===== src/inc/boot_cfg_cfg.svh =====
/*
 Constants for the boot configuration block: register offsets, field positions,
 reset values and bus response codes. Included by bare name.
*/
`ifndef BOOT_CFG_CFG_SVH
`define BOOT_CFG_CFG_SVH
`define ADDR_PROT_CFG 4'h0
`define ADDR_OSC_CFG 4'h4
`define ADDR_NV_PROT 4'h8
`define ADDR_NV_OSC 4'hc
`define BIT_WRITE_PROT 0
`define BIT_CODE_PROT 1
`define BIT_PINFUNC 5
`define BIT_LOWPOWER_RC_OSC_PWR 6
`define BIT_TWO_SPEED 7
`define MASK_PROT 8'h03
`define MASK_OSC 8'he7
`define RST_PROT 8'h03
`define RST_OSC 8'he7
`define RST_OUTS 6'h1c
`define RST_HOT 8'h80
`define RESP_OKAY 2'h0
`define RESP_SLVERR 2'h2
`endif


===== src/inc/boot_cfg_pkg.sv =====
/*
 Types shared by the boot configuration block.
 Assumes the constants header is included by the files that need numbers.
*/
package boot_cfg_pkg;
    typedef enum logic [2:0] {
        FAST_RC_OSC,
        FAST_RC_DIVIDED_WITH_PLL,
        PRIMARY_OSC,
        PRIMARY_OSC_PLL,
        SECONDARY_OSC,
        LOWPOWER_RC_OSC,
        LOWPOWER_FAST_RC_DIVIDED,
        FAST_RC_OSC_DIVIDED
    } osc_source_t;
    typedef enum logic [1:0] {
        WR_IDLE,
        WR_RESP
    } wr_state_t;
endpackage


===== src/core/boot_osc_segment_cfg.sv =====
/*
 Boot configuration block: the segment protection byte and the oscillator
 selection byte, latched from nonvolatile inputs at reset release, readable over
 AXI4-Lite. Protection bits may only be cleared by software.
 Assumes nvProtByte and nvOscByte are stable around reset release.
*/
`timescale 1ns/1ps
`include "boot_cfg_cfg.svh"
module boot_osc_segment_cfg
    import boot_cfg_pkg::*;
(
    input wire logic mclk,
    input wire logic rst_n,
    input wire logic [7:0] nvProtByte,
    input wire logic [7:0] nvOscByte,
    input wire logic segWriteReq,
    output logic segWriteAllowed,
    output logic segCodeProtected,
    output logic twoSpeedStartupEn,
    output logic lowpowerRcHighPower,
    output logic secondaryCrystalEn,
    output logic secondaryDigitalClockIn,
    output osc_source_t oscSource,
    output logic [7:0] oscSourceOneHot,
    input wire logic [3:0] s_axi_awaddr,
    input wire logic s_axi_awvalid,
    output logic s_axi_awready,
    input wire logic [31:0] s_axi_wdata,
    input wire logic [3:0] s_axi_wstrb,
    input wire logic s_axi_wvalid,
    output logic s_axi_wready,
    output logic [1:0] s_axi_bresp,
    output logic s_axi_bvalid,
    input wire logic s_axi_bready,
    input wire logic [3:0] s_axi_araddr,
    input wire logic s_axi_arvalid,
    output logic s_axi_arready,
    output logic [31:0] s_axi_rdata,
    output logic [1:0] s_axi_rresp,
    output logic s_axi_rvalid,
    input wire logic s_axi_rready
);
    logic loaded_reg, loaded_next;
    logic [7:0] prot_reg, prot_next;
    logic [7:0] osc_reg, osc_next;
    logic [7:0] nvProt_reg, nvProt_next;
    logic [7:0] nvOsc_reg, nvOsc_next;
    wr_state_t wst_reg, wst_next;
    logic awHeld_reg, awHeld_next;
    logic wHeld_reg, wHeld_next;
    logic [3:0] awAddr_reg, awAddr_next;
    logic [7:0] wByte_reg, wByte_next;
    logic wLane_reg, wLane_next;
    logic [1:0] bresp_reg, bresp_next;
    logic rvalid_reg, rvalid_next;
    logic [31:0] rdata_reg, rdata_next;
    logic [1:0] rresp_reg, rresp_next;
    logic [5:0] outs_reg, outs_next;
    osc_source_t src_reg;
    logic [7:0] hot_reg;
    osc_source_t srcDec;
    logic [7:0] hotDec;
    logic doWrite;

    osc_source_decode u_dec (
        .oscSourceSelect(osc_reg[2:0]),
        .oscSource(srcDec),
        .oscOneHot(hotDec)
    );

    assign doWrite = awHeld_reg && wHeld_reg && (wst_reg == WR_IDLE);

    // Configuration capture and clear-only protection bits.
    always_comb
    begin
        loaded_next = 1'b1;
        nvProt_next = nvProt_reg;
        nvOsc_next = nvOsc_reg;
        prot_next = prot_reg;
        osc_next = osc_reg;
        if (!loaded_reg)
        begin
            prot_next = nvProtByte & `MASK_PROT;
            osc_next = nvOscByte & `MASK_OSC;
            nvProt_next = nvProtByte & `MASK_PROT;
            nvOsc_next = nvOscByte & `MASK_OSC;
        end
        else if (doWrite && wLane_reg && awAddr_reg == `ADDR_PROT_CFG)
        begin
            prot_next = prot_reg & (wByte_reg | ~`MASK_PROT);
        end
    end

    // Write channel: address and data taken in either order.
    always_comb
    begin
        wst_next = wst_reg;
        awHeld_next = awHeld_reg;
        wHeld_next = wHeld_reg;
        awAddr_next = awAddr_reg;
        wByte_next = wByte_reg;
        wLane_next = wLane_reg;
        bresp_next = bresp_reg;
        if (s_axi_awvalid && !awHeld_reg && wst_reg == WR_IDLE)
        begin
            awHeld_next = 1'b1;
            awAddr_next = s_axi_awaddr;
        end
        if (s_axi_wvalid && !wHeld_reg && wst_reg == WR_IDLE)
        begin
            wHeld_next = 1'b1;
            wByte_next = s_axi_wdata[7:0];
            wLane_next = s_axi_wstrb[0];
        end
        case (wst_reg)
            WR_IDLE:
            begin
                if (doWrite)
                begin
                    wst_next = WR_RESP;
                    awHeld_next = 1'b0;
                    wHeld_next = 1'b0;
                    if (awAddr_reg == `ADDR_PROT_CFG || awAddr_reg == `ADDR_OSC_CFG)
                    begin
                        bresp_next = `RESP_OKAY;
                    end
                    else
                    begin
                        bresp_next = `RESP_SLVERR;
                    end
                end
            end
            default:
            begin
                if (s_axi_bready)
                begin
                    wst_next = WR_IDLE;
                end
            end
        endcase
    end

    // Read channel; unimplemented bits are masked to zero.
    always_comb
    begin
        rvalid_next = rvalid_reg;
        rdata_next = rdata_reg;
        rresp_next = rresp_reg;
        if (rvalid_reg && s_axi_rready)
        begin
            rvalid_next = 1'b0;
        end
        else if (!rvalid_reg && s_axi_arvalid)
        begin
            rvalid_next = 1'b1;
            rresp_next = `RESP_OKAY;
            if (s_axi_araddr == `ADDR_PROT_CFG)
            begin
                rdata_next = {24'h0, prot_reg & `MASK_PROT};
            end
            else if (s_axi_araddr == `ADDR_OSC_CFG)
            begin
                rdata_next = {24'h0, osc_reg & `MASK_OSC};
            end
            else if (s_axi_araddr == `ADDR_NV_PROT)
            begin
                rdata_next = {24'h0, nvProt_reg};
            end
            else if (s_axi_araddr == `ADDR_NV_OSC)
            begin
                rdata_next = {24'h0, nvOsc_reg};
            end
            else
            begin
                rdata_next = 32'h0;
                rresp_next = `RESP_SLVERR;
            end
        end
    end

    // Applied control outputs, from the latched bytes and segWriteReq.
    always_comb
    begin
        outs_next[0] = prot_reg[`BIT_WRITE_PROT] & segWriteReq;
        outs_next[1] = ~prot_reg[`BIT_CODE_PROT];
        outs_next[2] = osc_reg[`BIT_TWO_SPEED];
        outs_next[3] = osc_reg[`BIT_LOWPOWER_RC_OSC_PWR];
        outs_next[4] = osc_reg[`BIT_PINFUNC];
        outs_next[5] = ~osc_reg[`BIT_PINFUNC];
    end

    always_ff @(posedge mclk or negedge rst_n)
    begin
        if (!rst_n)
        begin
            loaded_reg <= 1'b0;
            prot_reg <= `RST_PROT;
            osc_reg <= `RST_OSC;
            nvProt_reg <= `RST_PROT;
            nvOsc_reg <= `RST_OSC;
            wst_reg <= WR_IDLE;
            awHeld_reg <= 1'b0;
            wHeld_reg <= 1'b0;
            awAddr_reg <= 4'h0;
            wByte_reg <= 8'h0;
            wLane_reg <= 1'b0;
            bresp_reg <= `RESP_OKAY;
            rvalid_reg <= 1'b0;
            rdata_reg <= 32'h0;
            rresp_reg <= `RESP_OKAY;
            // Outputs start out matching the reset bytes, so that nothing jumps at release.
            outs_reg <= `RST_OUTS;
            src_reg <= FAST_RC_OSC_DIVIDED;
            hot_reg <= `RST_HOT;
        end
        else
        begin
            loaded_reg <= loaded_next;
            prot_reg <= prot_next;
            osc_reg <= osc_next;
            nvProt_reg <= nvProt_next;
            nvOsc_reg <= nvOsc_next;
            wst_reg <= wst_next;
            awHeld_reg <= awHeld_next;
            wHeld_reg <= wHeld_next;
            awAddr_reg <= awAddr_next;
            wByte_reg <= wByte_next;
            wLane_reg <= wLane_next;
            bresp_reg <= bresp_next;
            rvalid_reg <= rvalid_next;
            rdata_reg <= rdata_next;
            rresp_reg <= rresp_next;
            outs_reg <= outs_next;
            src_reg <= srcDec;
            hot_reg <= hotDec;
        end
    end

    assign segWriteAllowed = outs_reg[0];
    assign segCodeProtected = outs_reg[1];
    assign twoSpeedStartupEn = outs_reg[2];
    assign lowpowerRcHighPower = outs_reg[3];
    assign secondaryCrystalEn = outs_reg[4];
    assign secondaryDigitalClockIn = outs_reg[5];
    assign oscSource = src_reg;
    assign oscSourceOneHot = hot_reg;
    assign s_axi_awready = !awHeld_reg && wst_reg == WR_IDLE;
    assign s_axi_wready = !wHeld_reg && wst_reg == WR_IDLE;
    assign s_axi_bvalid = (wst_reg == WR_RESP);
    assign s_axi_bresp = bresp_reg;
    assign s_axi_arready = !rvalid_reg;
    assign s_axi_rvalid = rvalid_reg;
    assign s_axi_rdata = rdata_reg;
    assign s_axi_rresp = rresp_reg;

    property p_osc_hold;
        @(posedge mclk) disable iff (!rst_n) loaded_reg && $past(loaded_reg) |-> $stable(osc_reg);
    endproperty
    a_osc_hold: assert property (p_osc_hold) else $error("osc byte changed");
    property p_prot_noset;
        @(posedge mclk) disable iff (!rst_n)
            loaded_reg && $past(loaded_reg) |-> (prot_reg & ~$past(prot_reg)) == 8'h0;
    endproperty
    a_prot_noset: assert property (p_prot_noset) else $error("prot bit set");
    property p_unimpl;
        @(posedge mclk) disable iff (!rst_n)
            rvalid_reg |-> rdata_reg[31:8] == 24'h0 && (prot_reg & ~`MASK_PROT) == 8'h0
                && (osc_reg & ~`MASK_OSC) == 8'h0;
    endproperty
    a_unimpl: assert property (p_unimpl) else $error("upper read bits");
    property p_wp;
        @(posedge mclk) disable iff (!rst_n) segWriteAllowed |-> $past(prot_reg[`BIT_WRITE_PROT]);
    endproperty
    a_wp: assert property (p_wp) else $error("write not refused");
    property p_cp;
        @(posedge mclk) disable iff (!rst_n)
            ##1 segCodeProtected == !$past(prot_reg[`BIT_CODE_PROT]);
    endproperty
    a_cp: assert property (p_cp) else $error("code protect wrong");
    property p_ts;
        @(posedge mclk) disable iff (!rst_n)
            ##1 twoSpeedStartupEn == $past(osc_reg[`BIT_TWO_SPEED]);
    endproperty
    a_ts: assert property (p_ts) else $error("two-speed wrong");
    property p_lp;
        @(posedge mclk) disable iff (!rst_n)
            ##1 lowpowerRcHighPower == $past(osc_reg[`BIT_LOWPOWER_RC_OSC_PWR]);
    endproperty
    a_lp: assert property (p_lp) else $error("lowpower_rc_osc power wrong");
    property p_pin;
        @(posedge mclk) disable iff (!rst_n) secondaryCrystalEn != secondaryDigitalClockIn;
    endproperty
    a_pin: assert property (p_pin) else $error("pin function clash");
    property p_src;
        @(posedge mclk) disable iff (!rst_n) ##1 oscSource == osc_source_t'($past(osc_reg[2:0]));
    endproperty
    a_src: assert property (p_src) else $error("source decode wrong");
    property p_hot;
        @(posedge mclk) disable iff (!rst_n) ##1 oscSourceOneHot[$past(osc_reg[2:0])];
    endproperty
    a_hot: assert property (p_hot) else $error("one-hot wrong");
    property p_bresp;
        @(posedge mclk) disable iff (!rst_n) doWrite |=> s_axi_bvalid;
    endproperty
    a_bresp: assert property (p_bresp) else $error("no write response");
    c_write: cover property (@(posedge mclk) disable iff (!rst_n) s_axi_bvalid && s_axi_bready);
    c_read: cover property (@(posedge mclk) disable iff (!rst_n) s_axi_rvalid && s_axi_rready);
    c_clear: cover property (@(posedge mclk) disable iff (!rst_n) $fell(prot_reg[0]));
endmodule


===== src/core/osc_source_decode.sv =====
/*
 Decodes the three-bit oscillator source select field into a source type and
 per-source one-hot flags. Pure combinational; the caller registers outputs.
*/
`timescale 1ns/1ps
`include "boot_cfg_cfg.svh"
module osc_source_decode
    import boot_cfg_pkg::*;
(
    input wire logic [2:0] oscSourceSelect,
    output osc_source_t oscSource,
    output logic [7:0] oscOneHot
);
    always_comb
    begin
        case (oscSourceSelect)
            3'h0: oscSource = FAST_RC_OSC;
            3'h1: oscSource = FAST_RC_DIVIDED_WITH_PLL;
            3'h2: oscSource = PRIMARY_OSC;
            3'h3: oscSource = PRIMARY_OSC_PLL;
            3'h4: oscSource = SECONDARY_OSC;
            3'h5: oscSource = LOWPOWER_RC_OSC;
            3'h6: oscSource = LOWPOWER_FAST_RC_DIVIDED;
            default: oscSource = FAST_RC_OSC_DIVIDED;
        endcase
    end

    genvar i;
    generate
        for (i = 0; i < 8; i++)
        begin : g_hot
            assign oscOneHot[i] = (oscSourceSelect == 3'(i));
        end
    endgenerate
endmodule


===== config.mk =====
export PLATFORM = sky130hd
export DESIGN_NAME = boot_osc_segment_cfg
export DESIGN_NICKNAME = d
export VERILOG_FILES = /design/src/inc/boot_cfg_pkg.sv /design/src/core/boot_osc_segment_cfg.sv /design/src/core/osc_source_decode.sv
export VERILOG_INCLUDE_DIRS = /design/src /design/src/inc
export SDC_FILE = /design/constraint.sdc
export NUM_CORES = 1
export LEC_CHECK = 0
export BUFFER_PORTS_ARGS = -buffer_cell sky130_fd_sc_hd__buf_2
export CORE_ASPECT_RATIO = 1.2
export CORE_MARGIN = 2
export CORE_UTILIZATION = 42
export DETAILED_ROUTE_END_ITERATION = 10
export GPL_ROUTABILITY_DRIVEN = 0
export PLACE_DENSITY_LB_ADDON = 0.08
export SYNTH_ARGS = -nofsm -noshare
export SYNTH_HDL_FRONTEND = slang
export SYNTH_HIERARCHICAL = 1
export SYNTH_SLANG_ARGS = --single-unit

===== constraint.sdc =====
create_clock -name mclk -period 1.6 [get_ports mclk]
set_input_delay 0.24 -clock mclk [delete_from_list [all_inputs] [get_ports mclk]]
set_output_delay 0.24 -clock mclk [all_outputs]
set_load 0.1 [all_outputs]

==> impl.org, run 1 <==
** Floorplan
- Row count :: 27
- Once the floorplan was initialized, standard cells occupied 43.6% of the core.
- Floorplan die width :: 66.8 um
- The die covers 0.00531 mm^2.
- Count of boundary I/O pins :: 126
- In this run the standard cell core region covers 0.00456 mm^2.
- The die is 79.4 um tall.

** Clocking
- Clock tree synthesis selected as its root buffer the cell clkbuf_8.
- Clock tree synthesis found a total of 47 sinks.
- The H-tree was split into 2 levels.
- Post-CTS timing repair inserted 0 buffers for setup.
- Clock tree from TritonCTS :: yes
- CTS max path bufs :: 2
- Clock-pin slew was measured on the worst setup and hold paths at 0.08 ns.
- Clock latency on the worst-skew pair, taken at its later pin, is 0.29 ns.
- In this run, CTS created clock tree buffers numbering 5.

** Route
- For this block, the initial DRC count from the detailed router was 32.
- Initial DRT Pass Iterations :: 4
- Using the TritonRoute via totals, the vias-per-cell ratio works out to 4.37.
- DRC violation count after routing :: 0
- The count of nets left with antenna violations once routing finished came out at 0.
- Wirelength, routed :: 3340 um
- Via total after detailed routing :: 1224
- Avg WL per Cell :: 11.9 um

** Cells and area
- Cells with a size suffix above 1 make up 49.1% of the layout.
- Once layout is complete, the utilization of the core stands at 52.2%.
- The number of antenna diodes in the final layout is 0.
- Growth of design area from synthesis to finish :: 19.6%
- The net count of the finished layout is 289.
- Summing all non-filler instances in the final layout gives an area of 0.00238 mm^2.
- Number of flip-flops in the largest register :: 8

** Worst setup path
- Master of the slowest instance on the critical path :: dfrtp_4
- Of all nets on the critical path, the largest fanout is 4.
- Cells traversed along the worst timing path :: clkinvlp_4 > buf_2
- On the worst path, the slowest cell contributes a delay of 0.50 ns.
- The critical path is of the flop to output port type.
- Kind of start point of the critical path :: flop
- At the worst endpoint, the required time is 1.36 ns.
- Gate family responsible for the most delay along the worst path :: flip-flops
- The critical path contains buffers and inverters numbering 2 combined.
- Data on the critical path arrives at its endpoint at 1.28 ns.
- Critical Path End Type :: output port

** STA
- Setup violations remaining at the end of the flow were counted as 0.
- The clock arrives with 0.00368 ns of skew.
- F_max :: 0.658 GHz
- The routed design could run at a clock period as short as 1.52 ns.
- The number of pins exceeding their max-slew limit in the final report was 0.
- The total count of hold-check failures in the final report was 0.
- Post-route clock period utilization :: 95.0%
- Setup repair after global routing left no endpoint under its margin.

** Pwr
- Power density over the cells :: 1790 mW/mm^2
- Leakage component of the power :: 1.20 nW
- Peak VDD IR :: 1.30 mV
- Total power after layout :: 0.00426 W

** Global routing
- Vias in the first global route :: 1179
- Total track usage :: 13.7%
- Number of antenna violations at the first check in global routing :: 0
- Maximum number of pins on one net before global-route repair :: 31
- Wire length of the first global-routing pass :: 5480 um
- The total overflow left after global routing is 0.

** Logic synthesis
- The mapped netlist covers 0.00199 mm^2.
- After technology mapping, the gate count stands at 163.
- Yosys mapped the design onto 32 distinct sky130hd cell types.
- Mean instance size in the synthesized netlist :: 12.2 um^2
- Synth warnings :: 6
- Top area cells in the synthesized netlist :: dfrtp_1, dfstp_2, buf_4
- After synthesis, the share of flip-flops with an asynchronous set or reset is 100%.
- Summed over all instances, the cell type with the most area after synthesis is dfrtp_1.
- Among all flip-flop cells after synthesis, the most frequent one is dfrtp_1.
- The synthesized design devotes to its leading area cell type 37.7% of total area.
- Yosys mapped a number of flops with a built-in enable equal to 0.
- Sequential cell area fraction in the yosys report :: 60.2%
- Post-synthesis sequential element count :: 47

** Placed design
- The count of buffers added on input and output ports is 56.
- Once placement finished, the instance area stood at 0.00225 mm^2.
- The HPWL after detailed placement is 2650 um.

** Run
- Max capacitance violation total :: 0

** Run status
- The flow ran to the end, and the final reports show no timing, DRC or antenna violations.

** Hold path
- The tightest min-delay check is of the primary input to flop type.
cell usage after synthesis, drive strengths merged, types with 2 or more instances:
cell type and count:
nand2 20, clkbuf 3, o21ai 8, conb 2
inv 5, dfrtp 30, a21oi 3, nor2 5
dfstp 17, a22oi 2, mux2 13, and3b 3
nor3b 3, mux2i 2, nor3 3, and2 3
a22o 2, buf 31
what timing repair did:
action / CTS / global route
hold endpoints to repair: 7 / 0
resized for setup: 0 / 2
hold buffers: 1 / 0
setup endpoints to repair: 0 / 2
logic make-up (layout without fill, tap and decap cells):
family	Yosys count	count (layout)	synth area share, %
other cells	2	29	0.377
buf+inv	39	71	13.1
compound gates	18	18	5.53
simple gates	42	42	11.7
mux	15	15	9.11
flops	47	47	60.2
area by class of cell:
| cell class | count | area [um^2] |
|---|---|---|
| inverter | 5 | 22.5 |
| fill | 429 | 2180 |
| tap | 58 | 72.6 |
| clock inverter | 3 | 43.8 |
| sequential | 47 | 1200 |
| multi-input combinational | 104 | 653 |
| clock buffer | 5 | 68.8 |
| timing repair buffer | 58 | 315 |
report_power, final:
| group | total (W) | internal, W | switching [W] |
|---|---|---|---|
| combinational | 0.00178 | 0.000405 | 0.00138 |
| sequential | 0.00164 | 0.00145 | 0.000185 |
| clock | 0.000835 | 0.000465 | 0.000370 |
| total | 0.00426 | 0.00232 | 0.00193 |
routing by layer:
metal / GRT usage, % / routed length [um]
met5: 0 / 0
met1: 16.3 / 1250
met2: 23.7 / 1780
met4: 3.67 / 31
met3: 4.09 / 272
final timing paths:
path / startpoint / endpoint / slack (ns) / cells after the start
worst min register to register: nvOsc_reg[6] / outs_reg[3] / 0.38 / 0
worst min-delay path: s_axi_bready / wst_reg[0] / 0.14 / 2
min in group asynchronous: rst_n / s_axi_rdata[7] / 0.40 / 2
max in group asynchronous: rst_n / nvOsc_reg[2] / 0.64 / 3
worst max-delay path: s_axi_rvalid / s_axi_arready / 0.08 / 2
worst max register to register: s_axi_rvalid / s_axi_rdata[0] / 0.32 / 3
worst reg2reg max path: stages, from the launching register on:
cell and delay [ns]:
dfrtp_4 0.50, nand2b_1 0.31, nor3_2 0.25, a22o_1 0.16
cell usage in the layout (no fill, tap or decap), types with 3 or more instances in the layout:
cell type  synthesis  final
inv_1              5      4
mux2_4             4      6
conb_1             2     29
dfrtp_1           30     28
dfstp_2           17     17
nor3b_1            3      3
a21oi_1            3      3
clkbuf_8           0      5
buf_2              2     54
nor2_1             4      3
and3b_2            3      3
mux2_2             9      7
o21ai_0            8      8
nand2_1           20     20
through the flow:
| step | instances | setup WS [ns] | hold WS (ns) | setup TNS (ns) |
|---|---|---|---|---|
| global route | 280 | 0.0257 | 0.117 | 0 |
| CTS | 280 | 0.0139 | 0.126 | 0 |
| floorplan | 190 | -0.326 | -0.0556 | -2.17 |
| finish | 280 | 0.0797 | 0.136 | 0 |
| detailed placement | 271 | 0.322 | 0.201 | 0 |
| global placement | 271 | 0.332 | 0.190 | 0 |
No activity file was read; power rests on OpenSTA's default activity.
==> run 2: changes to the inputs <==
==> constraint.sdc (replaced) <==
create_clock -name mclk -period 1.7 [get_ports mclk]
set_input_delay 0.255 -clock mclk [delete_from_list [all_inputs] [get_ports mclk]]
set_output_delay 0.255 -clock mclk [all_outputs]
set_load 0.1 [all_outputs]
==> run 2 against run 1 <==
Against the previous run: non-clock buffer count unchanged; power decreased by 5.4%; critical path type unchanged; die area unchanged; register-to-register slack improved by 0.13 ns; flip-flop and latch count unchanged; count of clock-buffer cells in the layout increased by 1; combinational power decreased by 6%; clock skew increased by 0.00095 ns.
==> impl.org, run 2 (same netlist as run 1, synthesis figures left out) <==
** Run status
- Status :: finished, final reports clean

** STA
- Final setup margin :: 0.114 ns (+0.0344 ns)
- The setup skew after layout is 0.00464 ns (+0.000953 ns).
- The total count of hold-check failures in the final report was 0 (unchanged).
- Timing would allow up to 0.631 GHz.
- The worst pin sits at a relative slew slack of 66.1%.
- The number of setup violations in the final report is 0 (unchanged).
- The smallest hold slack was 0.138 ns (+0.00135 ns).
- Setup repair after global routing left no endpoint under its margin.
- Total negative slack for setup checks :: 0 ns (unchanged)
- The worst path uses 93.3% of the clock period.
- The smallest clock period supported by the final layout is computed as 1.59 ns.
- Tightest Pin Transition :: 0.508 ns
- Final Slew Violations :: 0 (unchanged)

** Worst setup path
- The arrival time at the worst endpoint was 1.33 ns (+0.05 ns).
- Among cell families on the critical path, the largest total delay comes from flip-flops.
- Worst path max stage delay :: 0.52 ns (+0.02 ns)
- CP Buf/Inv Count :: 1 (-1)
- The worst setup path is captured at an output port.
- Master of the slowest instance on the critical path :: dfrtp_4
- Cells traversed along the worst timing path :: nor2_4 > buf_2
- The worst setup path is of the flop to output port kind.
- Largest driver fanout on the critical path :: 5 (+1)
- Kind of start point of the critical path :: flop
- Critical Path RT :: 1.44 ns (+0.08 ns)

** Floorplan
- Y dimension of the die :: 79.4 um (unchanged)
- The core footprint came to 0.00456 mm^2 (unchanged).
- The placement row count is 27 (unchanged).
- Floorplan die width :: 66.8 um (unchanged)
- Initial Utilization :: 43.6% (unchanged)
- Die Footprint :: 0.00531 mm^2 (unchanged)
- The I/O pin count is 126 (unchanged).

** Cells and area
- The number of nets in the layout was 289 (unchanged).
- The flip-flop count of the largest register, all copies and words added was 8 (unchanged).
- Share of layout cells above drive strength 1 :: 49.1% (unchanged)
- The library cells used most frequently in the layout, excluding fill and tap cells, are buf_2, conb_1, dfrtp_1.
- Post-route insts no fill :: 280 (unchanged)
- Leaving out fill and tap cells, the most frequent cell in the layout is buf_2.
- Ant. Diodes :: 0 (unchanged)
- Growth of design area from synthesis to finish :: 19.5%

** Clocking
- The post-cts resize count was 0 (unchanged).
- The clock input transition at the sequential cells of the worst setup and hold paths came to 0.08 ns (about the same).
- The clock sink count came to 47 (unchanged).
- The number of H-tree branching levels came to 2 (unchanged).
- Root Buffer :: clkbuf_8
- CTS max path bufs :: 2 (unchanged)
- The insertion delay to the later sink of the worst-skew pair came to 0.29 ns (about the same).
- Clock tree from TritonCTS :: yes
- Num CTS Buffers :: 5 (unchanged)

** Placed design
- Setup slack at placement :: 0.430 ns (+0.109 ns)
- The count of buffers inserted at the top-level ports came to 56 (unchanged).
- Total half-perimeter wirelength after legalization and detailed placement :: 2630 um (-0.87%)
- Placed Instances :: 271 (unchanged)

** Global routing
- Wire length of the first global-routing pass :: 5360 um (-2.1%)
- The number of antenna violations at the first check in global routing came to 0 (unchanged).
- Remaining global-route overflow :: 0 (unchanged)
- The largest net degree at the start of global routing came to 28 (-9.7%).
- Total track usage :: 13.4% (-0.23 points)
- The via count of the first global-routing pass is 1172 (-0.59%).

** Pwr
- The total power came to 0.00403 W (-5.4%).
- Power density over the cells :: 1690 mW/mm^2 (-5.3%)
- Leakage component of the power :: 1.21 nW (+0.21%)
- Peak VDD IR :: 1.47 mV (+13%)

** Route
- The residual DRC count was 0 (unchanged).
- The overall via count from detail_route is 1237 (+1.1%).
- The count of nets left with antenna violations after detail routing was 0 (unchanged).
- The total wire length came to 3430 um (+2.7%).
- The final routed wire length divided by cell count is 12.3 um (+2.7%).
- The first-iteration detailed-routing DRC count came to 50 (+56%).
- Initial DRT Pass Iterations :: 4 (unchanged)
- The via count normalized by instance count is 4.42 (+1.1%).

** Run
- The max-cap check violation count is 0 (unchanged).

** Hold path
- Hold/Removal Path Class :: primary input to flop
run 2: changes by cell type in the layout (fill, tap and decap cells not counted), sizes merged:
cell    previous run  this run
buf               55        57
clkinv             2         1
clkbuf             7         6
run 2: layer usage:
metal / part of all wire, % / global-route usage, % / vias to the layer above
met5: 0 / 0 / -
li1: - / - / 592
met4: 1.6 / 5.51 / 0
met2: 53 / 24.2 / 43
met3: 6.7 / 3.24 / 6
met1: 39 / 14.9 / 596
run 2: final timing paths:
check | start | endpoint | slack [ns] | cells after the start
min in group asynchronous | rst_n | s_axi_rdata[5] | 0.47 | 2
worst min register to register | nvOsc_reg[5] | outs_reg[4] | 0.38 | 0
worst max-delay path | wst_reg[0] | s_axi_wready | 0.11 | 2
worst max register to register | wst_reg[0] | prot_reg[1] | 0.45 | 3
worst min-delay path | s_axi_bready | wst_reg[0] | 0.14 | 2
max in group asynchronous | rst_n | nvOsc_reg[0] | 0.66 | 3
run 2: final cells by class:
cell class,count,area [um^2]
fillers,430,2180
flip-flops and latches,47,1200
clock inverters,2,35.0
clock buffers,6,82.6
well taps,58,72.6
repair buffers,58,310
inverters,5,22.5
multi-input cells,104,653
run 2: report_power, final:
part | switching [W] | internal [W]
sequential | 0.000175 | 0.00137
combinational | 0.00130 | 0.000369
clock | 0.000342 | 0.000475
total | 0.00182 | 0.00221
run 2: stage by stage:
| step | util, % | cell area, um^2 |
|---|---|---|
| final | 52.2 | 2380 |
| after global routing | 52.2 | 2380 |
| after detailed placement | 49.4 | 2250 |
| after CTS | 52.2 | 2380 |
| after floorplan | - | 2120 |
| after global placement | 49.4 | 2250 |
run 2: timing repair:
item / CTS / global route
hold buffers: 1 / 0
endpoints found under the hold margin: 10 / 0
setup buffers: 0 / 0
==> run 3: changes to the inputs <==
--- a/config.mk
+++ b/config.mk
@@ -6,13 +6,14 @@
 export SDC_FILE = /design/constraint.sdc
 export NUM_CORES = 1
 export LEC_CHECK = 0
+export ABC_AREA = 0
 export BUFFER_PORTS_ARGS = -buffer_cell sky130_fd_sc_hd__buf_2
 export CORE_ASPECT_RATIO = 1.2
 export CORE_MARGIN = 2
 export CORE_UTILIZATION = 42
 export DETAILED_ROUTE_END_ITERATION = 10
 export GPL_ROUTABILITY_DRIVEN = 0
-export PLACE_DENSITY_LB_ADDON = 0.08
+export PLACE_DENSITY = 0.85
 export SYNTH_ARGS = -nofsm -noshare
 export SYNTH_HDL_FRONTEND = slang
 export SYNTH_HIERARCHICAL = 1
==> run 3 against run 2 <==
Against the previous run: flip-flop and latch count stayed put; count of clock-buffer cells in the layout stayed put; worst setup slack worse by 0.0081 ns; cell count is 0.36% higher; wire length is 8.3% lower; critical endpoint is now s_axi_awready; largest power group unchanged; highest routed layer unchanged.
==> impl.org, run 3 (same netlist as run 1, synthesis figures left out) <==
** Run status
- Status :: finished, final reports clean

** Clocking
- The number of H-tree branching levels came to 2 (unchanged).
- The largest buffer count on any clock path came to 2 (unchanged).
- The number of buffers added by the clock tree synthesis step was 5 (unchanged).
- The clock sink count was 47 (unchanged).
- CTS placed an instance of clkbuf_8 at the clock tree root.
- The post-cts resize count was 0 (unchanged).
- Clock tree from TritonCTS :: yes
- Clock transition time at the flip-flop clock pins of the worst setup and hold paths :: 0.08 ns (about the same)
- Worst-Skew Late Latency :: 0.29 ns (about the same)

** Pwr
- Peak VDD IR :: 1.56 mV (+6.1%)
- The reported net switching power came to 0.00181 W (-0.32%).
- The share of total power in the clock network came to 17.5% (-2.8 points).
- Flop pwr share :: 39.7% (+1.4 points)
- The cell leakage power is 1.19 nW (-1.1%).
- Combinational share of power :: 42.8% (+1.4 points)
- Switching part of the total :: 46.7% (+1.6 points)
- Internal power summed over all cells :: 0.00207 W (-6.6%)
- Power density over the cells :: 1650 mW/mm^2 (-2.8%)

** Cells and area
- The final cell area excluding filler cells was 0.00235 mm^2 (-1.0%).
- Commonest non-fill, non-tap cell in the layout :: buf_2
- The final core utilization was 51.6% (-0.52 points).
- The top cell types in the final layout, fill and taps aside, are buf_2, conb_1, dfrtp_1.
- The area growth from synthesis to layout is 18.3%.
- Ant. Diodes :: 0 (unchanged)
- Share of layout cells above drive strength 1 :: 49.3% (+0.23 points)
- The number of nets in the layout came to 290 (+0.35%).
- The final standard cell count with taps included and fillers excluded came to 281 (+0.36%).
- Number of flip-flops in the largest register :: 8 (unchanged)

** STA
- The total count of hold-check failures in the final report came to 0 (unchanged).
- The relative max-transition margin was 64.5% (-1.6 points).
- Tightest Pin Transition :: 0.532 ns (+0.0238 ns)
- Post-route clock period utilization :: 93.8% (+0.48 points)
- The clock period minus final worst setup slack came to 1.59 ns (+0.00808 ns).
- The number of pins exceeding their max-slew limit in the final report came to 0 (unchanged).
- The sum of negative setup slack is 0 ns (unchanged).
- The number of setup violations in the final report came to 0 (unchanged).
- Setup repair after global routing left no endpoint under its margin.
- The setup skew after layout was 0.00448 ns (-0.000152 ns).
- F_max :: 0.627 GHz (-0.51%)

** Hold path
- The startpoint identified for the worst hold timing path is s_axi_bready.
- Hold/Removal Path Class :: primary input to flop
- For hold timing, the worst endpoint is wst_reg[0].
- Min-Delay Path Depth :: 2 (unchanged)

** Placed design
- The placed wire-length estimate after detailed placement came to 2420 um (-8.0%).
- The number of placed cells counting well taps came to 272 (+0.37%).
- Area of placed instances :: 0.00225 mm^2 (-0.22%)
- Buffers on Ports :: 56 (unchanged)

** Worst setup path
- Largest driver fanout on the critical path :: 5 (unchanged)
- Crit path kind :: flop to output port
- Worst reg2reg path startpoint :: wst_reg[0]
- Critical register-to-register path endpoint :: prot_reg[0]
- STA classifies the critical path startpoint as a flop.
- Data arrival time at the worst-slack endpoint :: 1.34 ns (about the same)
- The cell depth of the worst flop-to-flop path came to 3 (unchanged).
- Critical Path End Type :: output port
- Critical Path RT :: 1.44 ns (about the same)
- The register-to-register path setup slack came to 0.46 ns (about the same).

** Route
- Number of DRC markers after the initial detailed-route iteration :: 54 (+8.0%)
- Avg WL per Cell :: 11.2 um (-8.7%)
- Initial DRT Pass Iterations :: 4 (unchanged)
- The residual DRC count is 0 (unchanged).
- Via total after detailed routing :: 1208 (-2.3%)
- Wirelength, routed :: 3140 um (-8.3%)
- Number of nets still failing antenna checks after routing :: 0 (unchanged)
- Detail-routed via count per cell :: 4.30 (-2.7%)

** Floorplan
- Floorplan die width :: 66.8 um (unchanged)
- The die boundary height is 79.4 um (unchanged).
- The I/O pin count is 126 (unchanged).
- The placement row count was 27 (unchanged).
- The die outline area came to 0.00531 mm^2 (unchanged).
- Area of the core region :: 0.00456 mm^2 (unchanged)
- The effective utilization at floorplan came to 43.6% (unchanged).

** Global routing
- Wire length of the first global-routing pass :: 5060 um (-5.5%)
- The largest net degree at the start of global routing is 25 (-11%).
- The via count of the first global-routing pass was 1164 (-0.68%).
- The overall fraction of global-route tracks in use is 12.6% (-0.87 points).
- Number of antenna violations at the first check in global routing :: 0 (unchanged)
- Remaining global-route overflow :: 0 (unchanged)

** Run
- Max capacitance violation total :: 0 (unchanged)
-- run 3: worst max-delay path, stage by stage, from the launching register on --
cell     delay (ns)
dfrtp_4        0.53
nor2_4         0.10
buf_2          0.43
-- run 3: layer usage --
layer  share of wire [%]  global-route usage (%)
met1                  41                    14.1
met2                  50                    21.9
met3                 8.7                    4.37
met4                0.29                    4.29
met5                   0                       0
-- run 3: worst max path at each step --
stage / start / endpoint / slack [ns] / cells after the start
2_1_floorplan: wst_reg[0] / awAddr_reg[0] / -0.23 / 4
3_3_place_gp: wst_reg[0] / s_axi_awready / 0.44 / 2
3_5_place_dp: wst_reg[0] / s_axi_awready / 0.42 / 2
4_1_cts: wst_reg[0] / s_axi_awready / 0.1 / 2
5_1_grt: wst_reg[0] / s_axi_awready / 0.07 / 2
6_report: wst_reg[0] / s_axi_awready / 0.11 / 2
-- run 3: metrics by stage --
| stage | worst slack [ns] | hold slack [ns] | power, W |
|---|---|---|---|
| after floorplan | -0.226 | -0.0406 | 0.00305 |
| after global placement | 0.436 | 0.260 | 0.00319 |
| after detailed placement | 0.424 | 0.265 | 0.00322 |
| after CTS | 0.0971 | 0.129 | 0.00392 |
| after global routing | 0.0701 | 0.148 | 0.00406 |
| final | 0.106 | 0.135 | 0.00388 |
-- run 3: repair_timing --
item	4_1_cts	5_1_grt
endpoints found under the hold margin	18	0
setup buffers	0	0
hold buffers	1	0
-- run 3: power by group through the flow --
stage                     logic, W  clock network [W]  registers [W]
final                      0.00166           0.000680        0.00154
after global routing       0.00174           0.000754        0.00157
after CTS                  0.00167           0.000710        0.00154
after detailed placement   0.00166                  0        0.00156
after global placement     0.00164                  0        0.00155
after floorplan           0.000956                  0        0.00209
-- run 3: final cells by class --
cell class	instances	area, um^2
Timing Repair Buffer	59	305
Clock inverter	2	16.3
Fill cell	410	2210
Multi-Input combinational cell	104	653
Sequential cell	47	1200
Clock buffer	6	82.6
Tap cell	58	72.6
Inverter	5	22.5
